$ cat config.mk
export PLATFORM = sky130hd
export DESIGN_NAME = sram_device
export DESIGN_NICKNAME = d
export VERILOG_FILES = /design/src/pkg/sram_pkg.sv /design/src/pkg/log_fifo_if.sv /design/src/sram_device.sv /design/src/log_fifo.sv
export SDC_FILE = /design/constraint.sdc
export NUM_CORES = 1
export LEC_CHECK = 0
export BUFFER_PORTS_ARGS = -buffer_cell sky130_fd_sc_hd__clkbuf_2
export CAP_MARGIN = 20
export CORE_UTILIZATION = 55
export CTS_CLUSTER_SIZE = 16
export DETAILED_ROUTE_END_ITERATION = 10
export PLACE_DENSITY = 0.73
export RECOVER_POWER = 100
export REMOVE_ABC_BUFFERS = 1
export SLEW_MARGIN = 20
export SYNTH_ARGS = -nofsm -noshare
export SYNTH_HDL_FRONTEND = slang
export SYNTH_SLANG_ARGS = --single-unit
export TNS_END_PERCENT = 100
$ cat constraint.sdc
create_clock -name pclk -period 5.8 [get_ports pclk]
set_input_delay 0.87 -clock pclk [delete_from_list [all_inputs] [get_ports pclk]]
set_output_delay 0.87 -clock pclk [all_outputs]
set_load 0.02 [all_outputs]
$ cat src/pkg/sram_pkg.sv
// Overview of operation
// - Rising edges act only while clock_qualify_n is low; else state holds. Lane drive still follows output_enable_n and sleep.
// - A high clock_qualify_n stretches the cycle; it never deselects.
// - Write data on the data lanes is captured on the rising clock edge.
// - Read data is driven one pipeline stage after its address edge.
// - Lanes drive only if output_enable_n is low and control allows it.
// - Lanes float in write data phase, after deselect, and while deselected.
// - Parity lanes follow the data lanes, gated per byte on writes.
// - burst_order_mode high or open gives interleaved order, low gives linear.
// - Test data out changes on falling test clock; data in samples rising.
// - Test mode select, sampled on rising test clock, steers the TAP machine.
// - A high sleep_request enters low-power sleep; stored contents are kept.
// - Controller holds sleep_request low in normal use; open reads as low.
// - Active-low byte_write_select_n, with write enable, gate byte lanes.
// - Selected only when first and third selects low and second high.
// - advance_or_load high advances the burst counter, low loads an address.
package sram_pkg;

   // Array shape
   localparam int MEM_AW = 4;
   localparam int MEM_DEPTH = 16;
   localparam int DATA_W = 32;
   localparam int LANES = 4;
   localparam int WORD_W = DATA_W + LANES;

   // Write log buffer shape
   localparam int LOG_W = 32;
   localparam int LOG_DEPTH = 8;

   // APB register byte addresses
   localparam logic [7:0] CTRL_OFFSET = 8'h00;
   localparam logic [7:0] STATUS_OFFSET = 8'h04;
   localparam logic [7:0] LOG_OFFSET = 8'h08;

   // Field positions
   localparam int CTRL_LOG_EN_BIT = 0;
   localparam int ST_ASLEEP_BIT = 0;
   localparam int ST_INTERLEAVE_BIT = 1;
   localparam int ST_ACTIVE_BIT = 2;
   localparam int ST_OVERFLOW_BIT = 3;
   localparam int ST_LOG_AVAIL_BIT = 4;

   // Values after reset
   localparam logic CTRL_LOG_EN_RESET = 1'b1;
   localparam logic [3:0] IR_RESET = 4'h1;

   // Test port instruction register width
   localparam int IR_W = 4;

   // Standard test access port states
   typedef enum logic [3:0] {
      TAP_RESET, TAP_IDLE, TAP_SEL_DR, TAP_CAP_DR, TAP_SHIFT_DR,
      TAP_EXIT1_DR, TAP_PAUSE_DR, TAP_EXIT2_DR, TAP_UPD_DR,
      TAP_SEL_IR, TAP_CAP_IR, TAP_SHIFT_IR, TAP_EXIT1_IR,
      TAP_PAUSE_IR, TAP_EXIT2_IR, TAP_UPD_IR
   } tap_state_t;

endpackage

$ cat src/pkg/log_fifo_if.sv
`timescale 1ns/1ns
interface log_fifo_if #(parameter int WIDTH = 32);
   logic push_valid;
   logic push_ready;
   logic [WIDTH-1:0] push_data;
   logic pop_valid;
   logic pop_ready;
   logic [WIDTH-1:0] pop_data;

   modport store (input push_valid, push_data, pop_ready,
                  output push_ready, pop_valid, pop_data);
   modport user (output push_valid, push_data, pop_ready,
                 input push_ready, pop_valid, pop_data);
endinterface

$ cat src/sram_device.sv
`timescale 1ns/1ns
module sram_device (
   // Clock and reset
   input wire logic pclk,
   input wire logic presetn,
   // APB slave
   input wire logic [7:0] paddr,
   input wire logic psel,
   input wire logic penable,
   input wire logic pwrite,
   input wire logic [31:0] pwdata,
   output logic [31:0] prdata,
   output logic pready,
   output logic pslverr,
   // Memory command pins
   input wire logic [sram_pkg::MEM_AW-1:0] addr,
   input wire logic chip_select_first_n,
   input wire logic chip_select_second,
   input wire logic chip_select_third_n,
   input wire logic write_enable_n,
   input wire logic advance_or_load,
   input wire logic [sram_pkg::LANES-1:0] byte_write_select_n,
   input wire logic clock_qualify_n,
   input wire logic output_enable_n,
   input wire logic burst_order_mode,
   input wire logic sleep_request,
   // Data and parity lanes
   input wire logic [sram_pkg::DATA_W-1:0] dq_in,
   output logic [sram_pkg::DATA_W-1:0] dq_out,
   output logic dq_oe,
   input wire logic [sram_pkg::LANES-1:0] parity_lane_in,
   output logic [sram_pkg::LANES-1:0] parity_lane_out,
   output logic parity_lane_oe,
   // Test port
   input wire logic test_clock,
   input wire logic test_mode_select,
   input wire logic test_data_in,
   output logic test_data_out,
   output logic test_data_out_oe
);
   import sram_pkg::*;

   // Burst address: low two bits walk in the chosen order
   function automatic logic [MEM_AW-1:0] burst_addr(
      input logic [MEM_AW-1:0] base, input logic [1:0] cnt,
      input logic interleave);
      logic [1:0] low;
      low = interleave ? (base[1:0] ^ cnt) : (base[1:0] + cnt);
      return {base[MEM_AW-1:2], low};
   endfunction

   // Array, parity bits in the top lanes
   logic [WORD_W-1:0] mem_q [MEM_DEPTH];

   // Address stage and data stage of the pipeline
   logic a_valid_q, a_write_q, b_valid_q, b_write_q;
   logic [MEM_AW-1:0] a_base_q, b_addr_q;
   logic [1:0] a_cnt_q;
   logic [LANES-1:0] a_bw_q, b_bw_q;
   logic [WORD_W-1:0] out_q;
   logic read_drive_q, oe_q;
   logic sleep_meta_q, asleep_q;

   // Registers
   logic log_en_q, overflow_q;
   logic [31:0] prdata_q;
   logic pready_q, pslverr_q;

   // Test port
   tap_state_t tap_q, tap_d;
   logic tck_q, tdo_q, tdo_oe_q, bypass_q;
   logic [IR_W-1:0] ir_sh_q, ir_q;

   log_fifo_if #(.WIDTH(LOG_W)) log_bus ();

   log_fifo #(.WIDTH(LOG_W), .DEPTH(LOG_DEPTH)) u_log (
      .clk(pclk),
      .rst_n(presetn),
      .port(log_bus.store)
   );

   // Qualified edge; a stretched cycle holds the pipeline, but lane drive still follows OE and sleep
   wire step = !clock_qualify_n;
   wire interleave = burst_order_mode;
   wire selected = !chip_select_first_n && chip_select_second &&
                   !chip_select_third_n;
   wire load = !advance_or_load;
   wire [1:0] a_cnt_d = load ? 2'h0 : a_cnt_q + 2'h1;
   wire a_valid_d = asleep_q ? 1'b0 : (load ? selected : a_valid_q);
   wire [MEM_AW-1:0] a_addr = burst_addr(a_base_q, a_cnt_q, interleave);
   wire a_read = a_valid_q && !a_write_q;
   wire b_commit = step && b_valid_q && b_write_q && !asleep_q;

   // Drive only for a read in its data phase, never while asleep
   wire read_drive_d = asleep_q ? 1'b0 : (step ? a_read : read_drive_q);

   // Sleep input is asynchronous, so it is brought in through two stages
   always_ff @(posedge pclk or negedge presetn)
   begin
      if (!presetn)
      begin
         sleep_meta_q <= 1'b0;
         asleep_q <= 1'b0;
      end
      else
      begin
         sleep_meta_q <= sleep_request;
         asleep_q <= sleep_meta_q;
      end
   end

   // Address stage: load, or advance the held burst
   always_ff @(posedge pclk or negedge presetn)
   begin
      if (!presetn)
      begin
         a_valid_q <= 1'b0;
         a_write_q <= 1'b0;
         a_base_q <= '0;
         a_cnt_q <= 2'h0;
         a_bw_q <= '0;
      end
      else if (step)
      begin
         a_valid_q <= a_valid_d;
         a_cnt_q <= a_cnt_d;
         a_bw_q <= ~byte_write_select_n;
         if (load)
         begin
            a_write_q <= !write_enable_n;
            a_base_q <= addr;
         end
      end
   end

   // Data stage follows the address stage by one qualified edge
   always_ff @(posedge pclk or negedge presetn)
   begin
      if (!presetn)
      begin
         b_valid_q <= 1'b0;
         b_write_q <= 1'b0;
         b_addr_q <= '0;
         b_bw_q <= '0;
         read_drive_q <= 1'b0;
         oe_q <= 1'b0;
      end
      else
      begin
         if (step)
         begin
            b_valid_q <= a_valid_q && !asleep_q;
            b_write_q <= a_write_q;
            b_addr_q <= a_addr;
            b_bw_q <= a_bw_q & {LANES{a_write_q}};
         end
         read_drive_q <= read_drive_d;
         oe_q <= read_drive_d && !output_enable_n;
      end
   end

   // Output register; held through a stretched cycle
   always_ff @(posedge pclk or negedge presetn)
   begin
      if (!presetn)
         out_q <= '0;
      else if (step && a_read)
         out_q <= mem_q[a_addr];
   end

   // Lane data taken at the edge ending the write data phase
   always_ff @(posedge pclk)
   begin
      for (int k = 0; k < LANES; k++)
      begin
         if (b_commit && b_bw_q[k])
         begin
            mem_q[b_addr_q][k*8 +: 8] <= dq_in[k*8 +: 8];
            mem_q[b_addr_q][DATA_W+k] <= parity_lane_in[k];
         end
      end
   end

   assign dq_out = out_q[DATA_W-1:0];
   assign parity_lane_out = out_q[WORD_W-1:DATA_W];
   assign dq_oe = oe_q;
   assign parity_lane_oe = oe_q;

   // Write log: full buffer drops entries and flags overflow
   assign log_bus.push_valid = b_commit && log_en_q;
   assign log_bus.push_data = dq_in;

   // APB decode; one wait state gives time to form read data
   wire apb_setup = psel && penable && !pready_q;
   wire apb_done = psel && penable && pready_q;
   wire hit_ctrl = (paddr == CTRL_OFFSET);
   wire hit_status = (paddr == STATUS_OFFSET);
   wire hit_log = (paddr == LOG_OFFSET);
   wire hit_any = hit_ctrl || hit_status || hit_log;
   wire log_pop = apb_done && !pwrite && hit_log && log_bus.pop_valid;
   wire overflow_set = log_bus.push_valid && !log_bus.push_ready;
   wire overflow_clr = apb_done && pwrite && hit_status &&
                       pwdata[ST_OVERFLOW_BIT];
   assign log_bus.pop_ready = log_pop;

   // Status word reflects live pipeline state
   wire [31:0] status_word = 32'h0000_0000 |
      (32'(asleep_q) << ST_ASLEEP_BIT) |
      (32'(interleave) << ST_INTERLEAVE_BIT) |
      (32'(b_valid_q) << ST_ACTIVE_BIT) |
      (32'(overflow_q) << ST_OVERFLOW_BIT) |
      (32'(log_bus.pop_valid) << ST_LOG_AVAIL_BIT);
   wire [31:0] read_mux = hit_ctrl ? (32'(log_en_q) << CTRL_LOG_EN_BIT) :
                          hit_status ? status_word :
                          (hit_log && log_bus.pop_valid) ?
                          log_bus.pop_data : 32'h0000_0000;

   // Bus answer registers
   always_ff @(posedge pclk or negedge presetn)
   begin
      if (!presetn)
      begin
         pready_q <= 1'b0;
         pslverr_q <= 1'b0;
         prdata_q <= 32'h0000_0000;
      end
      else
      begin
         pready_q <= apb_setup;
         pslverr_q <= apb_setup && !hit_any;
         prdata_q <= (apb_setup && !pwrite) ? read_mux : 32'h0000_0000;
      end
   end

   // Software state; overflow set beats a clear in the same cycle
   always_ff @(posedge pclk or negedge presetn)
   begin
      if (!presetn)
      begin
         log_en_q <= CTRL_LOG_EN_RESET;
         overflow_q <= 1'b0;
      end
      else
      begin
         if (apb_done && pwrite && hit_ctrl)
            log_en_q <= pwdata[CTRL_LOG_EN_BIT];
         if (overflow_set)
            overflow_q <= 1'b1;
         else if (overflow_clr)
            overflow_q <= 1'b0;
      end
   end

   assign prdata = prdata_q;
   assign pready = pready_q;
   assign pslverr = pslverr_q;

   // Test clock edges seen on pclk; test clock must be well below pclk
   wire tck_rise = test_clock && !tck_q;
   wire tck_fall = !test_clock && tck_q;
   wire shifting = (tap_q == TAP_SHIFT_IR) || (tap_q == TAP_SHIFT_DR);

   // Standard TAP transitions
   always_comb
   begin
      tap_d = tap_q;
      unique case (tap_q)
         TAP_RESET: tap_d = test_mode_select ? TAP_RESET : TAP_IDLE;
         TAP_IDLE: tap_d = test_mode_select ? TAP_SEL_DR : TAP_IDLE;
         TAP_SEL_DR: tap_d = test_mode_select ? TAP_SEL_IR : TAP_CAP_DR;
         TAP_CAP_DR: tap_d = test_mode_select ? TAP_EXIT1_DR : TAP_SHIFT_DR;
         TAP_SHIFT_DR: tap_d = test_mode_select ? TAP_EXIT1_DR : TAP_SHIFT_DR;
         TAP_EXIT1_DR: tap_d = test_mode_select ? TAP_UPD_DR : TAP_PAUSE_DR;
         TAP_PAUSE_DR: tap_d = test_mode_select ? TAP_EXIT2_DR : TAP_PAUSE_DR;
         TAP_EXIT2_DR: tap_d = test_mode_select ? TAP_UPD_DR : TAP_SHIFT_DR;
         TAP_UPD_DR: tap_d = test_mode_select ? TAP_SEL_DR : TAP_IDLE;
         TAP_SEL_IR: tap_d = test_mode_select ? TAP_RESET : TAP_CAP_IR;
         TAP_CAP_IR: tap_d = test_mode_select ? TAP_EXIT1_IR : TAP_SHIFT_IR;
         TAP_SHIFT_IR: tap_d = test_mode_select ? TAP_EXIT1_IR : TAP_SHIFT_IR;
         TAP_EXIT1_IR: tap_d = test_mode_select ? TAP_UPD_IR : TAP_PAUSE_IR;
         TAP_PAUSE_IR: tap_d = test_mode_select ? TAP_EXIT2_IR : TAP_PAUSE_IR;
         TAP_EXIT2_IR: tap_d = test_mode_select ? TAP_UPD_IR : TAP_SHIFT_IR;
         TAP_UPD_IR: tap_d = test_mode_select ? TAP_SEL_DR : TAP_IDLE;
      endcase
   end

   // TAP state, instruction and bypass move on rising test clock
   always_ff @(posedge pclk or negedge presetn)
   begin
      if (!presetn)
      begin
         tck_q <= 1'b0;
         tap_q <= TAP_RESET;
         ir_sh_q <= '0;
         ir_q <= IR_RESET;
         bypass_q <= 1'b0;
      end
      else
      begin
         tck_q <= test_clock;
         if (tck_rise)
         begin
            tap_q <= tap_d;
            if (tap_q == TAP_CAP_IR)
               ir_sh_q <= IR_RESET;
            else if (tap_q == TAP_SHIFT_IR)
               ir_sh_q <= {test_data_in, ir_sh_q[IR_W-1:1]};
            if (tap_q == TAP_UPD_IR)
               ir_q <= ir_sh_q;
            else if (tap_q == TAP_RESET)
               ir_q <= IR_RESET;
            if (tap_q == TAP_CAP_DR)
               bypass_q <= 1'b0;
            else if (tap_q == TAP_SHIFT_DR)
               bypass_q <= test_data_in;
         end
      end
   end

   // Serial output updates on falling test clock only
   always_ff @(posedge pclk or negedge presetn)
   begin
      if (!presetn)
      begin
         tdo_q <= 1'b0;
         tdo_oe_q <= 1'b0;
      end
      else if (tck_fall)
      begin
         tdo_q <= (tap_q == TAP_SHIFT_IR) ? ir_sh_q[0] : bypass_q;
         tdo_oe_q <= shifting;
      end
   end

   assign test_data_out = tdo_q;
   assign test_data_out_oe = tdo_oe_q;
endmodule

$ cat src/log_fifo.sv
`timescale 1ns/1ns
module log_fifo #(
   parameter int WIDTH = 32,
   parameter int DEPTH = 8
) (
   // Clock and reset
   input wire logic clk,
   input wire logic rst_n,
   // Both sides
   log_fifo_if.store port
);
   localparam int PW = $clog2(DEPTH);

   logic [WIDTH-1:0] store_q [DEPTH];
   logic [PW-1:0] wr_q;
   logic [PW-1:0] rd_q;
   logic [PW:0] count_q;
   wire push = port.push_valid && port.push_ready;
   wire pop = port.pop_valid && port.pop_ready;

   // Honest flags from the occupancy count
   assign port.push_ready = (count_q != (PW+1)'(DEPTH));
   assign port.pop_valid = (count_q != '0);
   assign port.pop_data = store_q[rd_q];

   // Pointers wrap at DEPTH, which need not be a power of two
   always_ff @(posedge clk or negedge rst_n)
   begin
      if (!rst_n)
      begin
         wr_q <= '0;
         rd_q <= '0;
         count_q <= '0;
      end
      else
      begin
         if (push)
            wr_q <= (wr_q == PW'(DEPTH - 1)) ? '0 : wr_q + 1'b1;
         if (pop)
            rd_q <= (rd_q == PW'(DEPTH - 1)) ? '0 : rd_q + 1'b1;
         count_q <= count_q + (PW+1)'(push) - (PW+1)'(pop);
      end
   end

   // Storage has no reset; only written slots are ever read
   always_ff @(posedge clk)
   begin
      if (push)
         store_q[wr_q] <= port.push_data;
   end
endmodule

==> flow_summary.yaml <==
outcome:
  status: "complete, but fails checks"
  violations: "capacitance limit, slew limit"
finish:
  final_cell_mix: "edfxtp_1, nor2_1, nand2_1"
  num_antenna_cells: 0
  syn2layout_area_growth_pct: 11.9
  n_fill_cell: 4621
  layout_commonest_cell: "edfxtp_1"
  nets: 2468
  layoutNonFillerInstCount: 3298
  drive_gt1_frac: 0.146
cts:
  clock_latency_ns: 0.66
  cts_buffers: 92
  clockBufferDepth: 3
  tritoncts: "done"
  postCtsSetupBuffers: 0
  cts.sinks: 952
  clkTransAtPathRegs_ns: 0.06
  cts_resized: 0
  cts-htree-levels: 3
  cts_hold_buf: 0
  root_buffer: "clkbuf_16"
logic_synthesis:
  synthTopCellsByArea: "edfxtp_1, mux4_2, dfrtp_1"
  synth_top_cell_by_area: "edfxtp_1"
  synthCells: 2212
  ys_seq_area_frac: 0.753
  synth_adder_area_share: 0.00424
  async_flop_share: 0.126
  synth_mux_area_frac: 0.106
  synth_edf_count: 832
  syn_area_per_cell_um2: 16.8
  synth_ff_type: "edfxtp_1"
  synth_top_family_by_area: "multiplexers"
  syn_area_um2: 37200
  ys_ff_latch: 952
  yosysTopAreaCellShare: 0.672
  yosysUniqueCellTypes: 59
  yosysWarningCount: 0
  synth_xor_area_frac: 0.00232
  synth-simple-area-share: 0.0661
  synth-compound-area-share: 0.0513
timing:
  hold_violations: 0
  maxSlewViolCount: 134
  fin_skew_ns: 0.0345
  fmax_ghz: 0.228
  rsz0062_at_grt: "no"
  setup_viol: 0
  period_share: 0.758
  relSlewSlack: -0.768
  worst_pin_slew_ns: 2.65
  fin_tns_setup_ns: 0
  period_minus_slack_ns: 4.40
placement:
  port_buffers: 144
  placed_cells: 3123
  gp_congestion: 0.849
  hpwl_um: 51000
worst_setup_path:
  crit_required_ns: 6.04
  path_class: "in -> reg"
  worstRegToRegCells: 7
  cp-end-kind: "flip-flop"
  arrival_ns: 4.63
  path_max_fanout: 28
  start_kind: "primary input"
global_routing:
  grt_pass1_vias: 21100
  grt_max_degree: 126
  grt_usage: 0.257
  grt_pass1_wl_um: 129000
  globalRouteOverflowTotal: 0
  antenna_found_initial: 1
power:
  p_total_mw: 16.0
  p_leak_nw: 13.7
  ir_drop_uv: 245
  power.density_nw_per_um2: 384
flow_run:
  drv_cap: 3
floorplanning:
  coreArea_um2: 66300
  dieArea_um2: 68700
  initial_core_util: 0.561
  ios: 175
  die_x_um: 262
  num_rows: 94
  fp.dieH_um: 262
min_path:
  hold_depth: 1
  hp-class: "in -> reg"
routing:
  antenna_left: 0
  first_iter_violations: 2509
  totalWireLength_um: 86900
  drtPass1Iterations: 5
  routedWlPerCell_um: 26.3
  viasPerCell: 6.30
  drc_errors: 0
  vias: 20800
synth_stat cells (16+ instances only):
master and number:
a21oi_1 66, a31oi_1 24, and3_1 16, buf_2 22, clkbuf_1 85, dfrtp_1 119
edfxtp_1 832, inv_1 20, mux2i_1 78, mux4_2 134, nand2_1 209, nand3_1 16
nor2_1 246, nor3_1 41, o21ai_0 49, o221ai_1 20, o22ai_1 58, o32ai_1 20
worst max-delay path: stages:
cell and delay [ns]:
clkbuf_1 0.53, and4bb_1 0.82, nand3_1 0.26, inv_1 0.18
nand2_1 0.23, nor2_4 0.62, clkbuf_1 1.10
logic make-up after synthesis:
family,after synthesis
and+or+nand+nor,580
adders and majority gates,12
muxes,222
buffers and inverters,149
AOI/OAI and AO/OA,291
xor gates and xnor gates,6
DFF,952
path summary, 6_finish.rpt:
| kind | from | slack (ns) | endpoint |
|---|---|---|---|
| worst max-delay path | clock_qualify_n | 1.40 | u_log.store_q[3][4] |
| worst min-delay path | sleep_request | 0.34 | sleep_meta_q |
| worst max register to register | a_base_q[2] | 1.61 | out_q[34] |
| worst min register to register | sleep_meta_q | 0.35 | asleep_q |
| max in group asynchronous | presetn | 2.69 | prdata[25] |
| min in group asynchronous | presetn | 0.37 | tck_q |
state kept, by name, summed over array words and instances, names as in the netlist, 2 cells and up:
register	count
ir_sh_q	4
a_cnt_q	2
prdata	32
u_log.rd_q	3
mem_q	576
u_log.wr_q	3
b_addr_q	4
tap_q	4
a_bw_q	4
u_log.store_q	256
b_bw_q	4
u_log.count_q	4
out_q	36
a_base_q	4
where the power goes:
part           leakage, nW  internal [mW]  switching, mW  total (mW)
Sequential            9.01           7.63          0.232        7.86
Combinational         3.15          0.769           1.39        2.16
Clock                 1.49           3.42           2.55        5.97
Total                 13.7           11.8           4.17        16.0
stage by stage:
stage / area, um2 / hold WS, ns / util / setup WS, ns
after floorplan: 36600 / 0.331 / - / -0.796
after global placement: 38800 / 0.345 / 0.585 / 1.94
after detailed placement: 38800 / 0.341 / 0.585 / 1.85
after CTS: 41900 / 0.308 / 0.631 / 2.43
after global routing: 41600 / 0.319 / 0.628 / 1.17
final: 41600 / 0.341 / 0.628 / 1.40
cell type report:
type                       count  area, um2  share of cell area
tap                          864       1080              0.0260
sequential                   952      28000               0.672
multi-input combinational   1111       8630               0.207
timing repair buffer         178        816              0.0196
clock inverter                52        533              0.0128
inverter                      20       75.1             0.00180
clock buffer                 121       2500              0.0601
per-layer routing:
metal	share of wire	GRT usage	vias up	wire length (um)
met3	0.094	0.0623	170	8150
met5	0	0	-	0
met2	0.50	0.423	1008	43400
li1	-	-	8908	-
met1	0.38	0.340	10700	33100
met4	0.026	0.0829	0	2260
No activity file was read; power rests on OpenSTA's default activity.
